[src/hw/adm_params.svh]
// constants for the dac mode-control register bank
`ifndef ADM_PARAMS_SVH
`define ADM_PARAMS_SVH
`define ADM_OFS_OUT_FILT 7'h13
`define ADM_OFS_MODE_A 7'h14
`define ADM_OFS_ZF_EN 7'h15
`define ADM_OFS_ZF_STAT 7'h16
`define ADM_OFS_DEV_ID 7'h17
`define ADM_WORD_DIR_BIT 15
`define ADM_ADDR_HI 14
`define ADM_ADDR_LO 8
`define ADM_RST_OUT_FILT 8'h00
`define ADM_RST_MODE_A 8'h00
`define ADM_RST_ZF_EN 8'h01
`define ADM_OFB_ATS_HI 6
`define ADM_OFB_ATS_LO 5
`define ADM_OFB_OPE 4
`define ADM_OFB_BYPASS_STEREO_SELECT 2
`define ADM_OFB_FLT 1
`define ADM_OFB_ZERO_HOLD_MUTE_EN 0
`define ADM_MAB_SOFT_RESET 6
`define ADM_MAB_STREAM 5
`define ADM_MAB_BYPASS 4
`define ADM_MAB_MONO 3
`define ADM_MAB_MONO_CHANNEL_PICK 2
`define ADM_MAB_OS_HI 1
`define ADM_MAB_OS_LO 0
`define ADM_ZEB_DZ_HI 2
`define ADM_ZEB_DZ_LO 1
`define ADM_ZEB_PCM_ZERO_FLAG_EN 0
`define ADM_OUT_FILT_MASK 8'h77
`define ADM_MODE_A_MASK 8'h3F
`define ADM_ZF_EN_MASK 8'h07
`define ADM_RAMP_STEPS 256
`endif

[src/hw/adm_pkg.sv]
// types for the dac mode-control register bank
package adm_pkg;
   typedef enum logic [1:0] {
      ADM_OSR_64 = 2'h0,
      ADM_OSR_32 = 2'h1,
      ADM_OSR_128 = 2'h2,
      ADM_OSR_RSVD = 2'h3
   } adm_osr_t;
   typedef enum logic [2:0] {
      ADM_ST_IDLE = 3'h1,
      ADM_ST_RAMP = 3'h2,
      ADM_ST_HOLD = 3'h4
   } adm_ramp_st_t;
endpackage

[src/hw/adm_mode_regs.sv]
// mode-control register bank with control word decode
`timescale 1ns/1ps
`include "adm_params.svh"
module adm_mode_regs #(
   parameter logic [4:0] CHIP_ID = 5'h00 // arbitrary value
) (
   input wire logic core_clk_in,
   input wire logic rst_b_in,
   input wire logic word_valid_in,
   input wire logic [15:0] word_in,
   input wire logic frame_tick_in,
   input wire logic mute_req_in,
   input wire logic left_zero_det_in,
   input wire logic right_zero_det_in,
   output logic [7:0] read_data_out,
   output logic read_valid_out,
   output logic [1:0] atten_step_rate_out,
   output logic output_disable_out,
   output logic bypass_stereo_select_out,
   output logic rolloff_select_out,
   output logic zero_hold_mute_en_out,
   output logic soft_reset_out,
   output logic one_bit_stream_mode_out,
   output logic filter_bypass_out,
   output logic mono_out,
   output logic mono_channel_pick_out,
   output adm_pkg::adm_osr_t modulator_rate_out,
   output logic stream_bit_clock_sel_out,
   output logic [1:0] stream_zero_pattern_out,
   output logic pcm_zero_flag_en_out,
   output logic left_zero_pin_out,
   output logic right_zero_pin_out,
   output logic left_data_from_zero_pin_out,
   output logic bipolar_zero_level_out,
   output logic [7:0] soft_mute_level_out
);
   import adm_pkg::*;
   logic [7:0] ofc_q, ofc_d, mda_q, mda_d, zfe_q, zfe_d;
   logic soft_reset_q, soft_reset_d;
   logic [7:0] rd_q, rd_d;
   logic rv_q, rv_d;
   logic [1:0] zf_q, zf_d;
   logic bpz_q, bpz_d;
   logic is_wr, is_rd, zf_on, zero_mute, step_en, ramp_muted;
   logic [6:0] addr;
   logic [7:0] wdat, ramp_lvl;

   assign is_wr = word_valid_in && !word_in[`ADM_WORD_DIR_BIT];
   assign is_rd = word_valid_in && word_in[`ADM_WORD_DIR_BIT];
   assign addr = word_in[`ADM_ADDR_HI:`ADM_ADDR_LO];
   assign wdat = word_in[7:0];

   always_comb begin
      ofc_d = ofc_q;
      mda_d = mda_q;
      zfe_d = zfe_q;
      soft_reset_d = 1'b0;
      if (is_wr) begin
         case (addr)
            `ADM_OFS_OUT_FILT: ofc_d = wdat & `ADM_OUT_FILT_MASK;
            `ADM_OFS_MODE_A: begin
               mda_d = wdat & `ADM_MODE_A_MASK;
               soft_reset_d = wdat[`ADM_MAB_SOFT_RESET];
            end
            `ADM_OFS_ZF_EN: zfe_d = wdat & `ADM_ZF_EN_MASK;
            default: ;
         endcase
      end
      if (soft_reset_q) begin
         ofc_d = `ADM_RST_OUT_FILT;
         mda_d = `ADM_RST_MODE_A;
         zfe_d = `ADM_RST_ZF_EN;
      end
   end

   // readback; soft reset bit is write only
   always_comb begin
      rd_d = rd_q;
      rv_d = is_rd;
      if (is_rd) begin
         case (addr)
            `ADM_OFS_OUT_FILT: rd_d = ofc_q;
            `ADM_OFS_MODE_A: rd_d = {2'h0, mda_q[5:0]};
            `ADM_OFS_ZF_EN: rd_d = zfe_q;
            `ADM_OFS_ZF_STAT: rd_d = {6'h00, zf_q};
            `ADM_OFS_DEV_ID: rd_d = {3'h0, CHIP_ID};
            default: rd_d = 8'h00;
         endcase
      end
   end

   // zero flag gating per mode
   always_comb begin
      if (mda_q[`ADM_MAB_STREAM]) begin
         zf_on = zfe_q[`ADM_ZEB_DZ_HI:`ADM_ZEB_DZ_LO] != 2'h0;
      end else begin
         zf_on = zfe_q[`ADM_ZEB_PCM_ZERO_FLAG_EN];
      end
      zf_d = zf_on ? {right_zero_det_in, left_zero_det_in} : 2'h0;
      // zero pins carry data in stereo bypass
      if (mda_q[`ADM_MAB_BYPASS] && ofc_q[`ADM_OFB_BYPASS_STEREO_SELECT]) begin
         zf_d = 2'h0;
      end
   end

   assign zero_mute = ofc_q[`ADM_OFB_ZERO_HOLD_MUTE_EN] && !mda_q[`ADM_MAB_STREAM]
      && left_zero_det_in && right_zero_det_in;

   always_comb begin
      bpz_d = ofc_q[`ADM_OFB_OPE] || zero_mute || ramp_muted;
   end

   adm_step_div u_div (
      .core_clk_in(core_clk_in),
      .rst_b_in(rst_b_in),
      .frame_tick_in(frame_tick_in),
      .atten_step_rate_in(ofc_q[`ADM_OFB_ATS_HI:`ADM_OFB_ATS_LO]),
      .step_en_out(step_en)
   );

   adm_mute_ramp #(.STEPS(`ADM_RAMP_STEPS)) u_ramp (
      .core_clk_in(core_clk_in),
      .rst_b_in(rst_b_in),
      .clear_in(soft_reset_q),
      .mute_req_in(mute_req_in),
      .step_en_in(step_en),
      .level_out(ramp_lvl),
      .muted_out(ramp_muted)
   );

   always_ff @(posedge core_clk_in or negedge rst_b_in) begin
      if (!rst_b_in) begin
         ofc_q <= `ADM_RST_OUT_FILT;
         mda_q <= `ADM_RST_MODE_A;
         zfe_q <= `ADM_RST_ZF_EN;
         soft_reset_q <= 1'b0;
         rd_q <= 8'h00;
         rv_q <= 1'b0;
         zf_q <= 2'h0;
         bpz_q <= 1'b0;
         soft_mute_level_out <= 8'hFF;
      end else begin
         ofc_q <= ofc_d;
         mda_q <= mda_d;
         zfe_q <= zfe_d;
         soft_reset_q <= soft_reset_d;
         rd_q <= rd_d;
         rv_q <= rv_d;
         zf_q <= zf_d;
         bpz_q <= bpz_d;
         soft_mute_level_out <= ramp_lvl;
      end
   end

   assign read_data_out = rd_q;
   assign read_valid_out = rv_q;
   assign soft_reset_out = soft_reset_q;
   assign atten_step_rate_out = ofc_q[`ADM_OFB_ATS_HI:`ADM_OFB_ATS_LO];
   assign output_disable_out = ofc_q[`ADM_OFB_OPE];
   assign bypass_stereo_select_out = ofc_q[`ADM_OFB_BYPASS_STEREO_SELECT];
   assign rolloff_select_out = ofc_q[`ADM_OFB_FLT];
   assign zero_hold_mute_en_out = ofc_q[`ADM_OFB_ZERO_HOLD_MUTE_EN];
   assign one_bit_stream_mode_out = mda_q[`ADM_MAB_STREAM];
   assign filter_bypass_out = mda_q[`ADM_MAB_BYPASS];
   assign mono_out = mda_q[`ADM_MAB_MONO];
   assign mono_channel_pick_out = mda_q[`ADM_MAB_MONO] &&
      mda_q[`ADM_MAB_MONO_CHANNEL_PICK];
   assign modulator_rate_out = adm_osr_t'(mda_q[`ADM_MAB_OS_HI:`ADM_MAB_OS_LO]);
   assign stream_bit_clock_sel_out = mda_q[`ADM_MAB_STREAM] &&
      mda_q[`ADM_MAB_OS_LO];
   assign stream_zero_pattern_out = zfe_q[`ADM_ZEB_DZ_HI:`ADM_ZEB_DZ_LO];
   assign pcm_zero_flag_en_out = zfe_q[`ADM_ZEB_PCM_ZERO_FLAG_EN];
   assign left_zero_pin_out = zf_q[0];
   assign right_zero_pin_out = zf_q[1];
   assign left_data_from_zero_pin_out = mda_q[`ADM_MAB_BYPASS] &&
      ofc_q[`ADM_OFB_BYPASS_STEREO_SELECT];
   assign bipolar_zero_level_out = bpz_q;
endmodule

[src/hw/adm_mute_ramp.sv]
// soft mute ramp of 256 attenuation steps
`timescale 1ns/1ps
`include "adm_params.svh"
module adm_mute_ramp #(
   parameter int STEPS = `ADM_RAMP_STEPS
) (
   input wire logic core_clk_in,
   input wire logic rst_b_in,
   input wire logic clear_in,
   input wire logic mute_req_in,
   input wire logic step_en_in,
   output logic [7:0] level_out,
   output logic muted_out
);
   import adm_pkg::*;
   localparam logic [7:0] TOP = 8'(STEPS - 1);
   adm_ramp_st_t st_q, st_d;
   logic [7:0] lvl_q, lvl_d;
   always_comb begin
      st_d = st_q;
      lvl_d = lvl_q;
      case (st_q)
         ADM_ST_IDLE: begin
            if (mute_req_in) begin
               st_d = ADM_ST_RAMP;
            end
         end
         ADM_ST_RAMP: begin
            if (step_en_in) begin
               if (mute_req_in && lvl_q != 8'h00) begin
                  lvl_d = lvl_q - 8'h01;
               end else if (!mute_req_in && lvl_q != TOP) begin
                  lvl_d = lvl_q + 8'h01;
               end
            end
            if (mute_req_in && lvl_q == 8'h00) begin
               st_d = ADM_ST_HOLD;
            end else if (!mute_req_in && lvl_q == TOP) begin
               st_d = ADM_ST_IDLE;
            end
         end
         ADM_ST_HOLD: begin
            if (!mute_req_in) begin
               st_d = ADM_ST_RAMP;
            end
         end
         default: begin
            st_d = ADM_ST_IDLE;
            lvl_d = TOP;
         end
      endcase
      if (clear_in) begin
         st_d = ADM_ST_IDLE;
         lvl_d = TOP;
      end
   end
   always_ff @(posedge core_clk_in or negedge rst_b_in) begin
      if (!rst_b_in) begin
         st_q <= ADM_ST_IDLE;
         lvl_q <= 8'hFF;
      end else begin
         st_q <= st_d;
         lvl_q <= lvl_d;
      end
   end
   assign level_out = lvl_q;
   assign muted_out = (st_q == ADM_ST_HOLD);
endmodule

[src/hw/adm_step_div.sv]
// frame clock divider giving the attenuator step enable
`timescale 1ns/1ps
module adm_step_div (
   input wire logic core_clk_in,
   input wire logic rst_b_in,
   input wire logic frame_tick_in,
   input wire logic [1:0] atten_step_rate_in,
   output logic step_en_out
);
   logic [2:0] cnt_q, cnt_d;
   logic step_d;
   always_comb begin
      cnt_d = cnt_q;
      step_d = 1'b0;
      if (frame_tick_in) begin
         cnt_d = cnt_q + 3'h1;
         // 1, 2, 4 or 8 frames per step
         case (atten_step_rate_in)
            2'h0: step_d = 1'b1;
            2'h1: step_d = cnt_q[0];
            2'h2: step_d = &cnt_q[1:0];
            default: step_d = &cnt_q;
         endcase
      end
   end
   always_ff @(posedge core_clk_in or negedge rst_b_in) begin
      if (!rst_b_in) begin
         cnt_q <= 3'h0;
         step_en_out <= 1'b0;
      end else begin
         cnt_q <= cnt_d;
         step_en_out <= step_d;
      end
   end
endmodule

[config.mk]
export PLATFORM = sky130hd
export DESIGN_NAME = adm_mode_regs
export DESIGN_NICKNAME = d
export VERILOG_FILES = /design/src/hw/adm_pkg.sv /design/src/hw/adm_mode_regs.sv /design/src/hw/adm_mute_ramp.sv /design/src/hw/adm_step_div.sv
export VERILOG_INCLUDE_DIRS = /design/src /design/src/hw
export SDC_FILE = /design/constraint.sdc
export NUM_CORES = 1
export LEC_CHECK = 0
export BUFFER_PORTS_ARGS = -buffer_cell sky130_fd_sc_hd__buf_2
export CAP_MARGIN = 20
export CORE_MARGIN = 2
export CORE_UTILIZATION = 53
export CTS_CLUSTER_SIZE = 20
export DETAILED_ROUTE_END_ITERATION = 10
export HOLD_SLACK_MARGIN = 0.12
export PLACE_DENSITY_LB_ADDON = 0.05
export SLEW_MARGIN = 10
export SYNTH_ARGS = -nofsm -noshare
export SYNTH_HDL_FRONTEND = slang
export SYNTH_HIERARCHICAL = 1
export SYNTH_SLANG_ARGS = --single-unit
[constraint.sdc]
create_clock -name core_clk_in -period 3.5 [get_ports core_clk_in]
set_clock_uncertainty 0.15 [all_clocks]
set_input_delay 0.35 -clock core_clk_in [delete_from_list [all_inputs] [get_ports core_clk_in]]
set_output_delay 0.35 -clock core_clk_in [all_outputs]
set_load 0.01 [all_outputs]
==> impl_results.md <==
* Nature of the critical path endpoint: flip-flop
* Number of synthesized register bits at 50
* Ys Warns at 6
* Pleak at 1.37 nW
* Last weighted congestion value of the routability-driven placer at 0.894
* F_max at 375 MHz
* Worst Slack Setup Final at 0.830 ns
* Syn avg cell area at 10.5 um2
* Number of enable flip-flop cells after synthesis at 0
* Area of the die at about 5400 um2
* Maximum number of pins on one net before global-route repair at 51
* Async SR Flop Fraction at 1.00
* Worst path top cell family by delay: simple AND/OR/NAND/NOR gates
* Critical path fanouts, max at 12
* Rel. slew slack at 0.463
* Total Wirelength at 5400 um
* Area of the placeable core at about 4700 um2
* Post-placement cell count at 340
* Via count of the first global-routing pass at roughly 1.9k
* Number of buffers created by CTS at 5
* Critical Path Max Stage Delay at approximately 0.59 ns
* Outcome: complete, no violations
* Hpwl dp at between 3000 and 4000 um
* Per-cell via count in the routed design at between 5 and 6
* Crit-path cells: or4_4 -> o21ai_4 -> mux2i_1 -> ha_1 -> nor2_1 -> nand2_1 -> o21ai_0 -> nor3_1 -> a311oi_1
* IR Drop Worst-Case VDD at 0.389 mV
* Syn_nets at 271
* Hold Crit Class: in -> reg
* First-pass GRT wire length at 8980 um
* Synth top area share at 0.311
* Final Max Slew Viols at 0
* Netlist cell types at between 50 and 60
* Final number of setup-violating endpoints at 0
* Cell-internal power at ~1 mW
* Buffers plus inverters on the worst setup path at 0
* Register share of total power at 0.507
* DRC marker count from the first detailed-route iteration at 101
* Final sum of negative setup slack at 0 ns
* Antenna-violating nets left at 0
* Total of buffers placed on input and output ports at 58
* Antenna diode count at 0
* # Max-Cap Violations at 0
* Most instantiated cells after synthesis: 32 x sky130_fd_sc_hd__dfrtp_1, 25 x sky130_fd_sc_hd__nor2_1, 20 x sky130_fd_sc_hd__nand2_1
* Leading area contributor after synthesis: sky130_fd_sc_hd__dfrtp_1
* Worst Tran Pin Value at 0.805 ns
* Setup repair after global routing missed its margin: no
* Final Hold Violating Endpoints at 0
* Remaining global-route overflow at 0
* Clock power frac at 0.277
* Maximum count of clock buffers along a single path at 2
* Critical Path RT at about 3.6 ns
* TritonCTS clock tree: done
* Y dimension of the die at 73.7 um
* Row count at 25
* Pwr Density at between 400 and 500 nW/um2
* Sequential fraction of the synthesis area at 0.495
* Final Non-Filler Cells at 350
* Logic pwr share at 0.216
* Number of detailed-route iterations in the first pass at 4
* Wirelength per Cell at ~15 um
* Sw power at ~0.44 mW
* Nets at 321
* Data arrival, critical path at 2.73 ns
* Detailed-route DRC error count at 0
* Synthesis-to-layout area growth at 15.2%
* Layout cell share with drive strength beyond 1 at 0.345
* Clk slew on worst S/H paths at 0.09 ns
* Commonest register cell after synthesis: sky130_fd_sc_hd__dfrtp_1
* Number of antenna violations at the first check in global routing at 0
* CTS HTree Levels at 2
* Initial Utilization at 0.548
* Synthesized instance count at around 250
* Critical path start-end classification: reg -> reg
* Post-cts repair resize count at 0
* Pre-CTS setup slack at 0.891 ns
* Switching fraction of total power at 0.301
* Most frequent cell after synthesis: sky130_fd_sc_hd__dfrtp_1
* Largest cells by area after synthesis: sky130_fd_sc_hd__dfrtp_1 31%, sky130_fd_sc_hd__dfstp_2 18%, sky130_fd_sc_hd__mux2i_1 7.0%
* Synthesized area at 2570 um2
* Die width at 73.7 um
* Minimum clock period after layout at 2.67 ns
* Vias post-DR at 1,962
* Clock insertion delay at the later pin of the skew report at 0.30 ns
* Total I/O pin count at 61
* Crit-path slowest cell: sky130_fd_sc_hd__or4_4
* Sink count of the clock tree at 50
* CTS Root Buffer Type: sky130_fd_sc_hd__clkbuf_8
* Final Util at 0.631
* Fraction of the cycle the final worst path needs at 0.763
* Total Routing Usage GR at 0.217
* Sort of element at the start of the critical path: flip-flop
metal layers:
| metal | GRT usage | vias up | routed length, um |
|---|---|---|---|
| met3 | 0.0412 | 5 | 208 |
| li1 | - | 971 | - |
| met5 | 0 | - | 0 |
| met4 | 0.0667 | 0 | 66 |
| met2 | 0.355 | 40 | 2720 |
| met1 | 0.292 | 946 | 2410 |
cell type report:
class                   count  area, um2
fillers                   394       1730
clock buffers               6       72.6
well taps                  54       67.6
repair buffers             60        313
inverters                   7       26.3
multi-input cells         171       1170
clock inverters             2       37.5
flip-flops and latches     50       1270
kinds of logic (layout without fill, tap and decap cells):
group / Yosys count / count (layout) / synth area share
adders and majority gates: 3 / 3 / 0.0146
DFF: 50 / 50 / 0.495
xor gates and xnor gates: 3 / 3 / 0.0102
muxes: 20 / 20 / 0.0788
AOI/OAI and AO/OA: 41 / 41 / 0.109
buffers and inverters: 24 / 75 / 0.0487
other: 1 / 1 / 0.00146
and+or+nand+nor: 103 / 103 / 0.242
placed cells by master (no fill, tap or decap), types with 2 or more instances in the layout:
master	instances
sky130_fd_sc_hd__nand4b_1	5
sky130_fd_sc_hd__nor4b_4	3
sky130_fd_sc_hd__o41ai_1	2
sky130_fd_sc_hd__and4b_1	2
sky130_fd_sc_hd__ha_1	3
sky130_fd_sc_hd__a221oi_1	3
sky130_fd_sc_hd__and3_1	3
sky130_fd_sc_hd__a22oi_1	2
sky130_fd_sc_hd__and2_1	5
sky130_fd_sc_hd__nand3_1	5
sky130_fd_sc_hd__mux2_2	2
sky130_fd_sc_hd__a311oi_1	2
sky130_fd_sc_hd__nand2b_1	3
sky130_fd_sc_hd__xor2_1	2
sky130_fd_sc_hd__nand2_1	20
sky130_fd_sc_hd__clkbuf_8	5
sky130_fd_sc_hd__nor4_1	4
sky130_fd_sc_hd__o22ai_1	2
sky130_fd_sc_hd__dfrtp_1	32
sky130_fd_sc_hd__or4_4	2
sky130_fd_sc_hd__o31ai_1	2
sky130_fd_sc_hd__nor3_1	8
sky130_fd_sc_hd__nor2_1	25
sky130_fd_sc_hd__nor2_2	6
sky130_fd_sc_hd__nand3b_1	2
sky130_fd_sc_hd__mux2i_1	18
sky130_fd_sc_hd__dfstp_2	18
sky130_fd_sc_hd__a21oi_1	8
sky130_fd_sc_hd__o21ai_0	13
sky130_fd_sc_hd__inv_1	7
sky130_fd_sc_hd__dlygate4sd3_1	2
sky130_fd_sc_hd__buf_2	57
flip-flops by register name (all words and copies together), names as in the netlist, 2 cells and up:
register	cells
u_ramp/level_out	8
read_data_out	7
u_div/cnt_q	3
u_ramp/st_q	3
soft_mute_level_out	8
zf_q	2
zfe_q	3
ofc_q	6
mda_q	6
power groups by stage:
stage	Clock, mW	Sequential [mW]	Combinational (mW)
floorplan	0	0.730	0.234
global placement	0	0.746	0.302
detailed placement	0	0.747	0.310
CTS	0.415	0.737	0.316
global route	0.436	0.752	0.358
finish	0.404	0.738	0.315
path summary, 6_finish.rpt:
check                               startpoint                endpoint  slack, ns  depth (start not counted)
setup / recovery           u_ramp/level_out[0]     u_ramp/level_out[4]       0.83                          9
hold / removal                   frame_tick_in          u_div/cnt_q[0]       0.13                          2
setup reg to reg           u_ramp/level_out[0]     u_ramp/level_out[4]       0.83                          9
hold reg to reg            u_ramp/level_out[7]  soft_mute_level_out[7]       0.26                          0
max in group asynchronous             rst_b_in        read_data_out[1]       2.31                          2
min in group asynchronous             rst_b_in          u_ramp/st_q[2]       0.46                          2
timing repair:
item,CTS,global route
buffers inserted,0,0
hold endpoints to repair,1,32
hold buffers,1,1
through the flow:
step	power, mW	hold WS (ns)	area, um2
floorplan	0.964	-0.0956	2570
global placement	1.05	0.245	2830
detailed placement	1.06	0.244	2830
CTS	1.47	0.121	2950
global route	1.55	0.131	2960
finish	1.46	0.129	2960
No activity file was read; power rests on OpenSTA's default activity.
